## config.mk

```make
export PLATFORM = sky130hd
export DESIGN_NAME = gate_drive_init_arming
export DESIGN_NICKNAME = d
export VERILOG_FILES = /design/src/logic/gate_arm_pkg.sv /design/src/logic/phase_edge_if.sv /design/src/logic/gate_drive_init_arming.sv /design/src/logic/phase_edge_detect.sv
export SDC_FILE = /design/constraint.sdc
export NUM_CORES = 1
export LEC_CHECK = 0
export BUFFER_PORTS_ARGS = -buffer_cell sky130_fd_sc_hd__buf_4
export CAP_MARGIN = 20
export CORE_UTILIZATION = 45
export DETAILED_ROUTE_END_ITERATION = 16
export GPL_TIMING_DRIVEN = 0
export PLACE_DENSITY = 0.67
export SYNTH_ARGS = -nofsm -noshare
export SYNTH_HDL_FRONTEND = slang
export SYNTH_HIERARCHICAL = 1
export SYNTH_SLANG_ARGS = --single-unit
```

## constraint.sdc

```tcl
create_clock -name clk -period 2.2 [get_ports clk]
set_input_delay 0.11 -clock clk [delete_from_list [all_inputs] [get_ports clk]]
set_output_delay 0.11 -clock clk [all_outputs]
set_load 0.03 [all_outputs]
```

## src/logic/gate_arm_pkg.sv

```systemverilog
/*
 * Shared constants and types for the gate-drive arming logic.
 * Assumes a single 100 MHz clock domain; no software-visible registers.
 */
`default_nettype none

package gate_arm_pkg;

    localparam int unsigned PHASES = 3;
    localparam int unsigned CLK_PERIOD_NS = 10;
    // Least time from both enables high until the device has left standby.
    localparam int unsigned STANDBY_EXIT_NS = 280;
    localparam int unsigned STANDBY_EXIT_CYCLES =
        (STANDBY_EXIT_NS + CLK_PERIOD_NS - 1) / CLK_PERIOD_NS;
    localparam logic [5:0] STANDBY_EXIT_CNT = 6'(STANDBY_EXIT_CYCLES);
    localparam logic [2:0] CMD_RESET = 3'h0;
    localparam logic [2:0] CMD_N_RESET = 3'h7;

    // Per-phase high-side arming progress.
    typedef enum logic [1:0] {
        hs_locked,
        hs_armed,
        hs_pulsed,
        hs_live
    } hs_state_t;

endpackage

`default_nettype wire

```

## src/logic/phase_edge_if.sv

```systemverilog
/*
 * Carries synchronised phase commands and their edge pulses from the
 * edge detector to the arming logic. Assumes one clock domain.
 */
`timescale 1ns/1ps
`default_nettype none

interface phase_edge_if;
    logic [2:0] low_level;
    logic [2:0] low_rise;
    logic [2:0] low_fall;
    logic [2:0] high_on_level;
    logic [2:0] high_on_rise;
    logic [2:0] high_on_fall;

    modport source (
        output low_level,
        output low_rise,
        output low_fall,
        output high_on_level,
        output high_on_rise,
        output high_on_fall
    );
    modport sink (
        input low_level,
        input low_rise,
        input low_fall,
        input high_on_level,
        input high_on_rise,
        input high_on_fall
    );
endinterface

`default_nettype wire

```

## src/logic/gate_drive_init_arming.sv

```systemverilog
/*
 * Arming and lockout logic for six gate-drive channels of a three-phase
 * predriver. Assumes a host drives enables and phase inputs; the supply
 * and power-on-reset monitors are delivered as synchronous levels.
 */
// How it works
// - Gates low while supplies or reset bad
// - Gates high impedance after reset until command
// - Ignore phase inputs until both enables
// - High side locked until low side toggled
// - Armed high side needs on-then-off pulse
// - High edge before low toggle keeps lockout
// - Uninitialised high side treated as off
// - Completed pulse leaves high side driven off
// - Initialised outputs follow inputs until standby or fault
// - Fault drives low; standby drives all low sides low once any started, floats high; both relock
`timescale 1ns/1ps
`default_nettype none

module gate_drive_init_arming
    import gate_arm_pkg::*;
(
    input wire logic clk,
    input wire logic rst,
    input wire logic enable_first,
    input wire logic enable_second,
    input wire logic low_side_cmd_phase_a,
    input wire logic low_side_cmd_phase_b,
    input wire logic low_side_cmd_phase_c,
    input wire logic high_side_cmd_n_phase_a,
    input wire logic high_side_cmd_n_phase_b,
    input wire logic high_side_cmd_n_phase_c,
    input wire logic gate_drive_supply_ok,
    input wire logic logic_supply_ok,
    input wire logic power_on_reset,
    input wire logic shutdown_fault,
    output logic [2:0] low_gate_on,
    output logic [2:0] low_gate_oe_n,
    output logic [2:0] high_gate_on,
    output logic [2:0] high_gate_oe_n,
    output logic [2:0] high_side_ready,
    output logic standby_state
);
    import gate_arm_pkg::*;

    phase_edge_if edges();
    hs_state_t hs_state [PHASES];
    logic hold_off;
    logic both_enabled;
    logic enabled_prev;
    logic [5:0] wake_count;
    logic awake;
    logic low_started;
    logic [2:0] low_live;

    phase_edge_detect u_edges (
        .clk(clk),
        .rst(rst),
        .low_raw({low_side_cmd_phase_c, low_side_cmd_phase_b, low_side_cmd_phase_a}),
        .high_n_raw({high_side_cmd_n_phase_c, high_side_cmd_n_phase_b,
                     high_side_cmd_n_phase_a}),
        .edges(edges.source)
    );

    assign hold_off = ~gate_drive_supply_ok | ~logic_supply_ok | power_on_reset;
    assign both_enabled = enable_first & enable_second;

    // ************************************************************
    // Standby exit timer
    // ************************************************************
    // Enables are taken as synchronous, so the counter reads them directly.
    always_ff @(posedge clk or posedge rst)
    begin
        if (rst)
        begin
            wake_count <= 6'h00;
            enabled_prev <= 1'b0;
        end
        else
        begin
            enabled_prev <= both_enabled;
            if (!both_enabled || hold_off || shutdown_fault)
            begin
                wake_count <= 6'h00;
            end
            else if (wake_count != STANDBY_EXIT_CNT)
            begin
                wake_count <= wake_count + 6'h01;
            end
        end
    end

    assign awake = both_enabled && !hold_off && !shutdown_fault
                   && (wake_count == STANDBY_EXIT_CNT);

    // ************************************************************
    // Per-phase arming
    // ************************************************************
    genvar p;
    generate
        for (p = 0; p < PHASES; p++)
        begin : g_phase
            always_ff @(posedge clk or posedge rst)
            begin
                if (rst)
                begin
                    hs_state[p] <= hs_locked;
                end
                else if (!awake)
                begin
                    hs_state[p] <= hs_locked;
                end
                else
                begin
                    case (hs_state[p])
                        hs_locked:
                        begin
                            if (edges.low_rise[p])
                            begin
                                hs_state[p] <= hs_armed;
                            end
                        end
                        hs_armed:
                        begin
                            if (edges.high_on_rise[p])
                            begin
                                hs_state[p] <= hs_pulsed;
                            end
                        end
                        hs_pulsed:
                        begin
                            if (edges.high_on_fall[p])
                            begin
                                hs_state[p] <= hs_live;
                            end
                        end
                        hs_live:
                        begin
                            hs_state[p] <= hs_live;
                        end
                        default:
                        begin
                            hs_state[p] <= hs_locked;
                        end
                    endcase
                end
            end

            // Low-side output only follows once a fresh rising edge was seen awake,
            // so a level already high at enable cannot switch the gate.
            always_ff @(posedge clk or posedge rst)
            begin
                if (rst)
                begin
                    low_live[p] <= 1'b0;
                end
                else if (!awake)
                begin
                    low_live[p] <= 1'b0;
                end
                else if (edges.low_rise[p])
                begin
                    low_live[p] <= 1'b1;
                end
            end

            // ************************************************************
            // Output stage
            // ************************************************************
            always_ff @(posedge clk or posedge rst)
            begin
                if (rst)
                begin
                    low_gate_on[p] <= 1'b0;
                    high_gate_on[p] <= 1'b0;
                    low_gate_oe_n[p] <= 1'b0;
                    high_gate_oe_n[p] <= 1'b0;
                    high_side_ready[p] <= 1'b0;
                end
                else if (hold_off || shutdown_fault)
                begin
                    low_gate_on[p] <= 1'b0;
                    high_gate_on[p] <= 1'b0;
                    low_gate_oe_n[p] <= 1'b0;
                    high_gate_oe_n[p] <= 1'b0;
                    high_side_ready[p] <= 1'b0;
                end
                else
                begin
                    // low side free of high side
                    low_gate_on[p] <= awake && low_live[p] && edges.low_level[p];
                    low_gate_oe_n[p] <= !low_started;
                    high_gate_oe_n[p] <= (hs_state[p] != hs_live);
                    high_gate_on[p] <= (hs_state[p] == hs_live) && edges.high_on_level[p];
                    high_side_ready[p] <= (hs_state[p] == hs_live);
                end
            end
        end
    endgenerate

    // Low sides float from reset release until the first command after wake.
    always_ff @(posedge clk or posedge rst)
    begin
        if (rst)
        begin
            low_started <= 1'b0;
        end
        else if (hold_off)
        begin
            low_started <= 1'b0;
        end
        else if (awake && (|edges.low_rise))
        begin
            low_started <= 1'b1;
        end
    end

    always_ff @(posedge clk or posedge rst)
    begin
        if (rst)
        begin
            standby_state <= 1'b1;
        end
        else
        begin
            standby_state <= !awake;
        end
    end
endmodule

`default_nettype wire

```

## src/logic/phase_edge_detect.sv

```systemverilog
/*
 * Synchronises the six phase inputs and turns them into edge pulses.
 * Assumes inputs may change at any time relative to clk.
 */
`timescale 1ns/1ps
`default_nettype none

module phase_edge_detect
    import gate_arm_pkg::*;
(
    input wire logic clk,
    input wire logic rst,
    input wire logic [2:0] low_raw,
    input wire logic [2:0] high_n_raw,
    phase_edge_if.source edges
);
    logic [2:0] low_meta;
    logic [2:0] low_sync;
    logic [2:0] low_prev;
    logic [2:0] high_meta;
    logic [2:0] high_sync;
    logic [2:0] high_prev;

    // ************************************************************
    // Synchronisers and edge compare
    // ************************************************************
    // sync then compare
    always_ff @(posedge clk or posedge rst)
    begin
        if (rst)
        begin
            low_meta <= CMD_RESET;
            low_sync <= CMD_RESET;
            low_prev <= CMD_RESET;
            high_meta <= CMD_N_RESET;
            high_sync <= CMD_N_RESET;
            high_prev <= CMD_N_RESET;
        end
        else
        begin
            low_meta <= low_raw;
            low_sync <= low_meta;
            low_prev <= low_sync;
            high_meta <= high_n_raw;
            high_sync <= high_meta;
            high_prev <= high_sync;
        end
    end

    // High-side commands are active low, so they are inverted once here.
    assign edges.low_level = low_sync;
    assign edges.low_rise = low_sync & ~low_prev;
    assign edges.low_fall = ~low_sync & low_prev;
    assign edges.high_on_level = ~high_sync;
    assign edges.high_on_rise = ~high_sync & high_prev;
    assign edges.high_on_fall = high_sync & ~high_prev;
endmodule

`default_nettype wire

```

### Word level (Yosys, flattened, before mapping)

Cells that the tools add are included.
W data, S select, Z words.

* word-level logic and storage cells: 134
* bits in latches: 0
* memories: 0
* flip-flop bits (word level): 48
* RAM bits: 0
* memory bits (read-only): 0

* add/sub/neg operators: 1
* bitwise operators: 11
* shift-type cells: 0
* magnitude comparators: 0
* div/mod/pow operators: 0
* reduce and logical (&&, ||, !) cells: 30
* multiply operators: 0
* eq/ne operators: 26
* muxes and demuxes: 38

Operators with widths (count)
* $ne A3 B3 Y1 const B: 9
* $mux W2: 12
* $pmux W2 S4: 3
* $mux W1: 21
* $logic_and A1 B1 Y1: 13
* $eq A2 B2 Y1 const B: 6
* $mux W6: 2
* $ne A2 B2 Y1 const B: 6
* $and A3 B3 Y3: 3
* $not A3 Y3: 3
* $reduce_and A3 Y1: 3
* $add A6 B1 Y6 const B: 1
* $eq A2 B1 Y1 const B: 3
* $eq A6 B5 Y1 const B: 1
* $logic_not A2 Y1: 3
* $ne A6 B5 Y1 const B: 1
* $logic_not A1 Y1: 5
* $reduce_bool A2 Y1: 2
* $logic_or A1 B1 Y1: 3
* $reduce_or A3 Y1: 1
* $not A1 Y1: 2
* $or A1 B1 Y1: 2
* $and A1 B1 Y1: 1

### Logic depth before layout (Yosys ltp)

Gate-level depths: netlist of the first run.

* depth in word-level cells: 10
* gate-level depth with buffers: 7
* depth with buffers taken out: 5

### By module

Netlist of the first run, hierarchy kept.

Modules (own cells, without submodules)
* gate_drive_init_arming: instances 1, cells each 112, seq. area each 752.0 um2, area each 1243.7 um2
* phase_edge_detect: instances 1, cells each 34, seq. area each 461.7 um2, area each 566.8 um2

### Least setup slack after synthesis of the first run

OpenSTA, ideal clock, no wires.

* path kind: register -> register
* start: register wake_count[0]
* end: register low_started
* path buffers: 1
* library setup time: 0.111 ns
* setup slack: 0.540 ns
* period minus slack after synthesis: 1.660 ns
* arrival time: 1.549 ns
* cell stages (with the launch flop): 7
* required time: 2.089 ns
* cells stage by stage: dfrtp_1 > inv_1 > ha_1 > nand2b_1 > or4_1 > buf_2 > a2111oi_2

* cells in the longest elaborated chain, start to end: 4

RTL lines
* start: declaration: line gate_drive_init_arming.sv:51 `logic [5:0] wake_count;`
* start signal: assignment: line gate_drive_init_arming.sv:88 `wake_count <= wake_count + 6'h01;`
* $eq A6 B5 Y1: line gate_drive_init_arming.sv:94 `&& (wake_count == STANDBY_EXIT_CNT);`
* $logic_and A1 B1 Y1: line gate_drive_init_arming.sv:94
* $logic_and A1 B1 Y1: line gate_drive_init_arming.sv:212 `else if (awake && (|edges.low_rise))`
* $reduce_bool A2 Y1 (no source line)
* end signal: assignment: line gate_drive_init_arming.sv:206 `low_started <= 1'b0;`
* end signal: assignment: line gate_drive_init_arming.sv:210 `low_started <= 1'b0;`
* end signal: assignment: line gate_drive_init_arming.sv:214 `low_started <= 1'b1;`
* end: declaration: line gate_drive_init_arming.sv:53 `logic low_started;`

No other way between the ends.
A chain may end at the register's enable or synchronous reset.

### Worst setup path after layout of the first run

* start: input power_on_reset
* end: register low_started

* cells in the longest elaborated chain, start to end: 7
* elaborated cells between the ends (all ways): 8
* classes of those cells: 1 x mux; 1 x bitwise; 6 x reduce/logical

RTL lines
* start: declaration: line gate_drive_init_arming.sv:35 `input wire logic power_on_reset,`
* $or A1 B1 Y1 *: line gate_drive_init_arming.sv:65 `assign hold_off = ~gate_drive_supply_ok | ~logic_supply_ok | power_on_reset;`
* $logic_not A1 Y1: line gate_drive_init_arming.sv:93 `assign awake = both_enabled && !hold_off && !shutdown_fault`
* $logic_and A1 B1 Y1 (2 in series): line gate_drive_init_arming.sv:93
* $logic_and A1 B1 Y1: line gate_drive_init_arming.sv:94
* $logic_and A1 B1 Y1: line gate_drive_init_arming.sv:212
* $reduce_bool A2 Y1 (no source line)

Mark *: on every way between the ends. The rest lies on a longest branch, timed or not.

==> results_dict.tcl, run 1 <==
set metrics [dict create \
    numClockSinks 48 \
    clockBufferDepth 2 \
    grt_pass1_vias 1282 \
    clk_pin_slew_ns 0.08 \
    maxCapViolCount 0 \
    grt_start_max_net_pins 19 \
    vias_per_cell 5.05 \
    die_w_um 65.0 \
    dr.first_iter.drc_count 57 \
    grt_usage 0.176 \
    critical_path_arrival_ns 2.10 \
    fin_area_um2 2300 \
    ir_drop_uv 574 \
    leakagePower_nw 1.07 \
    final_cell_mix "dfrtp_1, buf_4, nor2_1" \
    relSlewSlack 0.565 \
    syn2layout_area_growth_pct 29.0 \
    final_core_util 0.615 \
    clkLatencyLatePin_ns 0.28 \
    power_density_nw_per_um2 750 \
    cp_slowest_cell "dlygate4sd3_1" \
    synth_warnings 6 \
    hpwl_mm 2.33 \
    period_needed_ns 1.93 \
    finClkSkew_ns 0.00242 \
    crit_buf_inv 3 \
    total_power_mw 1.73 \
    crit_fanout 5 \
    netlist_area_um2 1780 \
    antenna_found_initial 0 \
    rsz0062_at_grt "no" \
    cts_buffers 5 \
    drtAntennaViolNets 0 \
    die_height_um 65.0 \
    fmax_ghz 0.519 \
    ctsResizeCount 0 \
    synth_fp_nets 159 \
    status "completed" \
    worst_pin_slew_ns 0.652 \
    worstSetupPathType "primary input to flop" \
    place_congestion 0.797 \
    std_cell_rows 22 \
    synth.avg_cell_area_um2 12.5 \
    hold_viol 0 \
    fin_nets 204 \
    layout-drive-gt1-share 0.302 \
    slowest_delay_ns 0.54 \
    reg_top3 "hs_state x6, wake_count x6" \
    crit_required_ns 2.37 \
    cp-end-kind "flop" \
    core_area_um2 3740 \
    drc 0 \
    placed_area_um2 2090 \
    hold_ws_ns 0.108 \
    post-route-period-util 0.875 \
    setup_viol_count_final 0 \
    cts_tree "done" \
    cts_htree_levels 2 \
    hold_class "primary input to flop" \
    synthCells 143 \
    wl_mm 3.18 \
    grt_pass1_wl_mm 5.55 \
    worstPathCellList "dlygate4sd3_1 > buf_4 > nand4bb_4 > or4_1 > buf_2 > a2111oi_2" \
    grt_overflow 0 \
    antenna_cells 0 \
    num_vias 1198 \
    wire_per_inst_um 13.4 \
    finalSetupTns_ns 0 \
    port_buffers 29 \
    ioPinCount 30 \
    dieArea_um2 4220 \
    r2r_slack_ns 0.33 \
    first_pass_iters 4 \
    startpoint_type "primary input" \
    final_common_cell "dfrtp_1" \
    clockRootBuffer "clkbuf_8" \
    initial_utilization 0.477 \
    crit_family "buffers and inverters" \
    drv_slew 0 \
]
## report_power, final
group | total (mW) | switching, mW | internal (mW)
clock | 0.716 | 0.263 | 0.454
combinational | 0.0937 | 0.0460 | 0.0478
sequential | 0.916 | 0.00934 | 0.907
total | 1.73 | 0.318 | 1.41
## layout make-up
class	count	area [µm²]
inverters	11	41.3
well taps	48	60.1
flip-flops and latches	48	1210
clock inverters	2	60.1
plain buffers	4	25.0
clock buffers	6	72.6
fillers	313	1440
multi-input cells	80	504
repair buffers	38	325
## per-stage QoR
step,setup WS [ns],instances
floorplan,0.540,143
global placement,0.443,220
detailed placement,0.361,221
CTS,0.275,237
global route,0.203,237
finish,0.275,237
## tightest hold or removal path: stages
cell and delay, ns:
buf_4 0.13, nand2_1 0.07, a2111oi_2 0.05
## final timing paths
kind | startpoint | to | depth (start not counted)
max | power_on_reset | low_started$_DFFE_PP0P_ | 6
min in group asynchronous | rst | low_live[0]$_DFFE_PP0P_ | 3
min | gate_drive_supply_ok | low_started$_DFFE_PP0P_ | 3
max reg2reg | wake_count[0]$_DFFE_PP0P_ | low_started$_DFFE_PP0P_ | 6
max in group asynchronous | rst | high_side_ready[2]$_DFF_PP0_ | 4
min reg2reg | u_edges/low_meta[1]$_DFF_PP0_ | u_edges/edges.low_level[1]$_DFF_PP0_ | 0
## timing repair
item | 4_1_cts | 5_1_grt
hold buffers | 8 | 0
hold endpoints to repair | 27 | 0
buffers inserted | 0 | 0
## routing by layer
layer,up-vias,part of all wire,GRT usage
met2,24,0.53,0.311
met5,-,0,0
met3,2,0.035,0.0405
li1,574,-,-
met4,0,0.0050,0.0722
met1,598,0.43,0.204
Power figures use the tool's default switching activity.
==> run 2, diff against run 1 <==
RECOVER_POWER = 100   (was unset)
==> run 2 against run 1 <==
  * Final cell count stayed put
  * Maximum frequency decreased by 1.8%
  * Combinational power fell by 11%
  * Utilization shrank 2.4 points
  * Non-clock buffer count stayed put
  * Clock-buffer cell count stayed put
  * Via count decreased by 0.17%
  * Clock skew down 0.00087 ns
==> results_dict.tcl, run 2 (same netlist as run 1, synthesis figures left out) <==
set metrics [dict create \
    hold_class "primary input to flop" \
    syn2layout_area_growth_pct 24.0 \
    die_height_um 65.0 \
    cts_htree_levels 2 \
    place_ws_ns 0.361 \
    grt_overflow 0 \
    std_cell_rows 22 \
    finClkSkew_ns 0.00154 \
    ioPinCount 30 \
    wire_per_inst_um 13.3 \
    crit_required_ns 2.42 \
    r2r_cells 7 \
    final_common_cell "dfrtp_1" \
    clk_pin_slew_ns 0.08 \
    num_vias 1196 \
    drtAntennaViolNets 0 \
    total_power_mw 1.72 \
    drv_slew 0 \
    leakagePower_nw 0.986 \
    ctsResizeCount 0 \
    cts_buffers 5 \
    period_needed_ns 1.96 \
    drc 0 \
    antenna_cells 0 \
    rsz0062_at_grt "no" \
    maxCapViolCount 0 \
    hold_ws_ns 0.107 \
    clockRootBuffer "clkbuf_8" \
    setup_viol_count_final 0 \
    finalSetupTns_ns 0 \
    critical_path_arrival_ns 2.18 \
    instances_no_fill 237 \
    grt_pass1_wl_mm 5.55 \
    power_density_nw_per_um2 777 \
    fmax_ghz 0.510 \
    clockBufferDepth 2 \
    fin_area_um2 2210 \
    final_core_util 0.591 \
    reg_top3 "hs_state x6, wake_count x6" \
    hpwl_mm 2.33 \
    hold_viol 0 \
    wl_mm 3.16 \
    grt_start_max_net_pins 19 \
    initial_utilization 0.477 \
    layout-drive-gt1-share 0.175 \
    placed_area_um2 2090 \
    vias_per_cell 5.05 \
    numClockSinks 48 \
    fin_nets 204 \
    status "completed" \
    worstSetupPathType "primary input to flop" \
    dp.cells 221 \
    relSlewSlack 0.373 \
    cts_tree "done" \
    dieArea_um2 4220 \
    place_congestion 0.797 \
    die_w_um 65.0 \
    grt_usage 0.176 \
    whs_path_depth 3 \
    core_area_um2 3740 \
    clkLatencyLatePin_ns 0.28 \
    antenna_found_initial 0 \
    startpoint_type "primary input" \
    post-route-period-util 0.891 \
    layout_setup_ws_ns 0.240 \
    ir_drop_uv 574 \
    worst_pin_slew_ns 0.941 \
    cts_setup_buffers 0 \
    cp-end-kind "flop" \
    grt_pass1_vias 1282 \
    final_cell_mix "dfrtp_1, clkbuf_1, nor2_1" \
    port_buffers 29 \
    dr.first_iter.drc_count 58 \
    crit_fanout 10 \
    first_pass_iters 4 \
]
run 2: layout make-up:
cell class | count | area, µm²
Inverter | 11 | 41.3
Clock inverter | 2 | 60.1
Timing Repair Buffer | 38 | 238
Tap cell | 48 | 60.1
Multi-Input combinational cell | 80 | 504
Clock buffer | 6 | 72.6
Buffer | 4 | 22.5
Sequential cell | 48 | 1210
Fill cell | 334 | 1530
run 2: critical path, stage by stage:
cell	delay [ns]
dlygate4sd3_1	0.54
clkbuf_1	0.13
nand4bb_4	0.24
or4_1	0.54
clkbuf_1	0.19
clkbuf_1	0.27
nor2_1	0.16
run 2: power breakdown:
group / internal [mW] / switching, mW / leakage (nW)
Combinational: 0.0393 / 0.0444 / 0.308
Sequential: 0.906 / 0.00928 / 0.613
Clock: 0.454 / 0.265 / 0.0654
Total: 1.40 / 0.319 / 0.986
run 2: worst paths after layout:
| check | startpoint | slack, ns | end |
|---|---|---|---|
| max | power_on_reset | 0.24 | low_gate_on[1]$_DFF_PP0_ |
| max in group asynchronous | rst | 0.59 | wake_count[1]$_DFFE_PP0P_ |
| min reg2reg | u_edges/low_meta[1]$_DFF_PP0_ | 0.35 | u_edges/edges.low_level[1]$_DFF_PP0_ |
| min | gate_drive_supply_ok | 0.11 | low_started$_DFFE_PP0P_ |
| max reg2reg | wake_count[0]$_DFFE_PP0P_ | 0.28 | low_gate_on[1]$_DFF_PP0_ |
| min in group asynchronous | rst | 0.40 | low_live[0]$_DFFE_PP0P_ |
run 2: what timing repair did:
action | 4_1_cts | 5_1_grt
hold buffers | 8 | 0
endpoints found under the hold margin | 27 | 0
setup endpoints to repair | 0 | 0
run 2: metal layers:
layer | track usage | vias to the layer above | routed length, µm
met3 | 0.0405 | 2 | 117
met1 | 0.204 | 596 | 1360
met4 | 0.0722 | 0 | 19
li1 | - | 576 | -
met5 | 0 | - | 0
met2 | 0.311 | 22 | 1670
==> run 3, diff against run 2 <==
CTS_BUF_LIST = sky130_fd_sc_hd__clkbuf_8   (was unset)
CTS_CLUSTER_DIAMETER = 100   (was unset)
==> run 3 against run 2 <==
  * Clock-buffer cell count is 1 lower
  * Critical path type unchanged
  * Sequential share of layout area stayed put
  * Utilization stayed put
==> results_dict.tcl, run 3 (same netlist as run 1, synthesis figures left out) <==
set metrics [dict create \
    clockBufferDepth 2 \
    r2r_slack_ns 0.28 \
    cts_htree_levels 2 \
    worstPathCellList "dlygate4sd3_1 > clkbuf_1 > nand4bb_4 > or4_1 > clkbuf_1 > clkbuf_1 > nor2_1" \
    cp-end-kind "flop" \
    r2r_cells 7 \
    place_congestion 0.797 \
    pwr-share-clk 0.417 \
    dieArea_um2 4220 \
    r2r_start "wake_count[0]$_DFFE_PP0P_" \
    hold_class "primary input to flop" \
    final_cell_mix "dfrtp_1, clkbuf_1, nor2_1" \
    crit_fanout 10 \
    leakagePower_nw 0.990 \
    grt_start_max_net_pins 19 \
    fmax_ghz 0.510 \
    critical_path_arrival_ns 2.18 \
    p_comb_frac 0.049 \
    wl_mm 3.16 \
    syn2layout_area_growth_pct 24.0 \
    grt_overflow 0 \
    hpwl_mm 2.33 \
    crit_required_ns 2.42 \
    clkLatencyLatePin_ns 0.28 \
    clk_pin_slew_ns 0.08 \
    antenna_found_initial 0 \
    cp_slowest_cell "dlygate4sd3_1" \
    clockRootBuffer "clkbuf_8" \
    post-route-period-util 0.891 \
    slowest_delay_ns 0.54 \
    first_pass_iters 4 \
    finClkSkew_ns 0.00188 \
    grt_pass1_vias 1282 \
    power_density_nw_per_um2 775 \
    antenna_cells 0 \
    hold_viol 0 \
    drv_slew 0 \
    min_from "gate_drive_supply_ok" \
    port_buffers 29 \
    drc 0 \
    vias_per_cell 5.05 \
    dr.first_iter.drc_count 58 \
    drtAntennaViolNets 0 \
    setup_viol_count_final 0 \
    numClockSinks 48 \
    wire_per_inst_um 13.3 \
    worst_pin_slew_ns 0.941 \
    relSlewSlack 0.373 \
    intPower_mw 1.39 \
    cp_common_cell "clkbuf_1" \
    maxCapViolCount 0 \
    die_height_um 65.0 \
    num_vias 1196 \
    status "completed" \
    cts_buffers 5 \
    power.switching_uw 320 \
    initial_utilization 0.477 \
    std_cell_rows 22 \
    ioPinCount 30 \
    switching_share 0.186 \
    ir_drop_uv 574 \
    worstSetupPathType "primary input to flop" \
    ctsResizeCount 0 \
    min_to "low_started$_DFFE_PP0P_" \
    whs_path_depth 3 \
    layout-drive-gt1-share 0.175 \
    hold_ws_ns 0.107 \
    finalSetupTns_ns 0 \
    die_w_um 65.0 \
    seqPwrFrac 0.534 \
    rsz0062_at_grt "no" \
    grt_pass1_wl_mm 5.55 \
    period_needed_ns 1.96 \
    core_area_um2 3740 \
    fin_nets 204 \
    reg_top3 "hs_state x6, wake_count x6" \
    startpoint_type "primary input" \
    worstReg2RegEnd "low_gate_on[1]$_DFF_PP0_" \
    cts_tree "done" \
    final_common_cell "dfrtp_1" \
    grt_usage 0.176 \
]
[run 3: cell count changes in the layout (fill, tap and decap cells not counted)]
cell / previous run / this run
clkbuf_1: 21 / 20
inv_1: 11 / 12
[run 3: worst max path at each step]
stage	from	endpoint	depth (start not counted)
after floorplan	wake_count[0]$_DFFE_PP0P_	low_started$_DFFE_PP0P_	6
after global placement	wake_count[0]$_DFFE_PP0P_	low_started$_DFFE_PP0P_	6
after detailed placement	wake_count[0]$_DFFE_PP0P_	low_started$_DFFE_PP0P_	6
after CTS	power_on_reset	low_started$_DFFE_PP0P_	6
after global routing	power_on_reset	low_gate_on[2]$_DFF_PP0_	7
final	power_on_reset	low_gate_on[1]$_DFF_PP0_	7
[run 3: metal layers]
| metal | routed length (µm) | share of wire | vias to the layer above | GRT usage |
|---|---|---|---|---|
| li1 | - | - | 576 | - |
| met3 | 117 | 0.037 | 2 | 0.0405 |
| met5 | 0 | 0 | - | 0 |
| met1 | 1360 | 0.43 | 596 | 0.204 |
| met4 | 19 | 0.0060 | 0 | 0.0722 |
| met2 | 1670 | 0.53 | 22 | 0.311 |
[run 3: power by group through the flow]
stage          clock network [mW]  logic [mW]  registers [mW]
3_3_place_gp                    0      0.0756           0.932
5_1_grt                     0.774      0.0937           0.918
6_report                    0.715      0.0837           0.915
3_5_place_dp                    0      0.0844           0.934
2_1_floorplan                   0      0.0385           0.934
4_1_cts                     0.732      0.0957           0.917
[run 3: repair_timing]
action / CTS / global route
hold endpoints to repair: 27 / 0
setup buffers: 0 / 0
hold buffers: 8 / 0
[run 3: final cells by class]
class                      instances  area (µm²)
multi-input combinational         80         504
sequential                        48        1210
buffer                             4        22.5
fill                             334        1530
inverter                          11        41.3
clock inverter                     3        63.8
clock buffer                       5        68.8
tap                               48        60.1
timing repair buffer              38         238
[run 3: worst max-delay path, delay by kind of cell]
family / cells / cell delay [ns]
simple gates: 3 / 0.94
buf+inv: 4 / 1.13
[run 3: through the flow]
step	total power, mW	cell area [µm²]	cells	setup slack [ns]	util
after CTS	1.74	2300	237	0.275	0.615
final	1.71	2210	237	0.240	0.591
after global routing	1.79	2210	237	0.125	0.591
after global placement	1.01	2060	220	0.443	0.551
after floorplan	0.973	1780	143	0.540	-
after detailed placement	1.02	2090	221	0.361	0.558
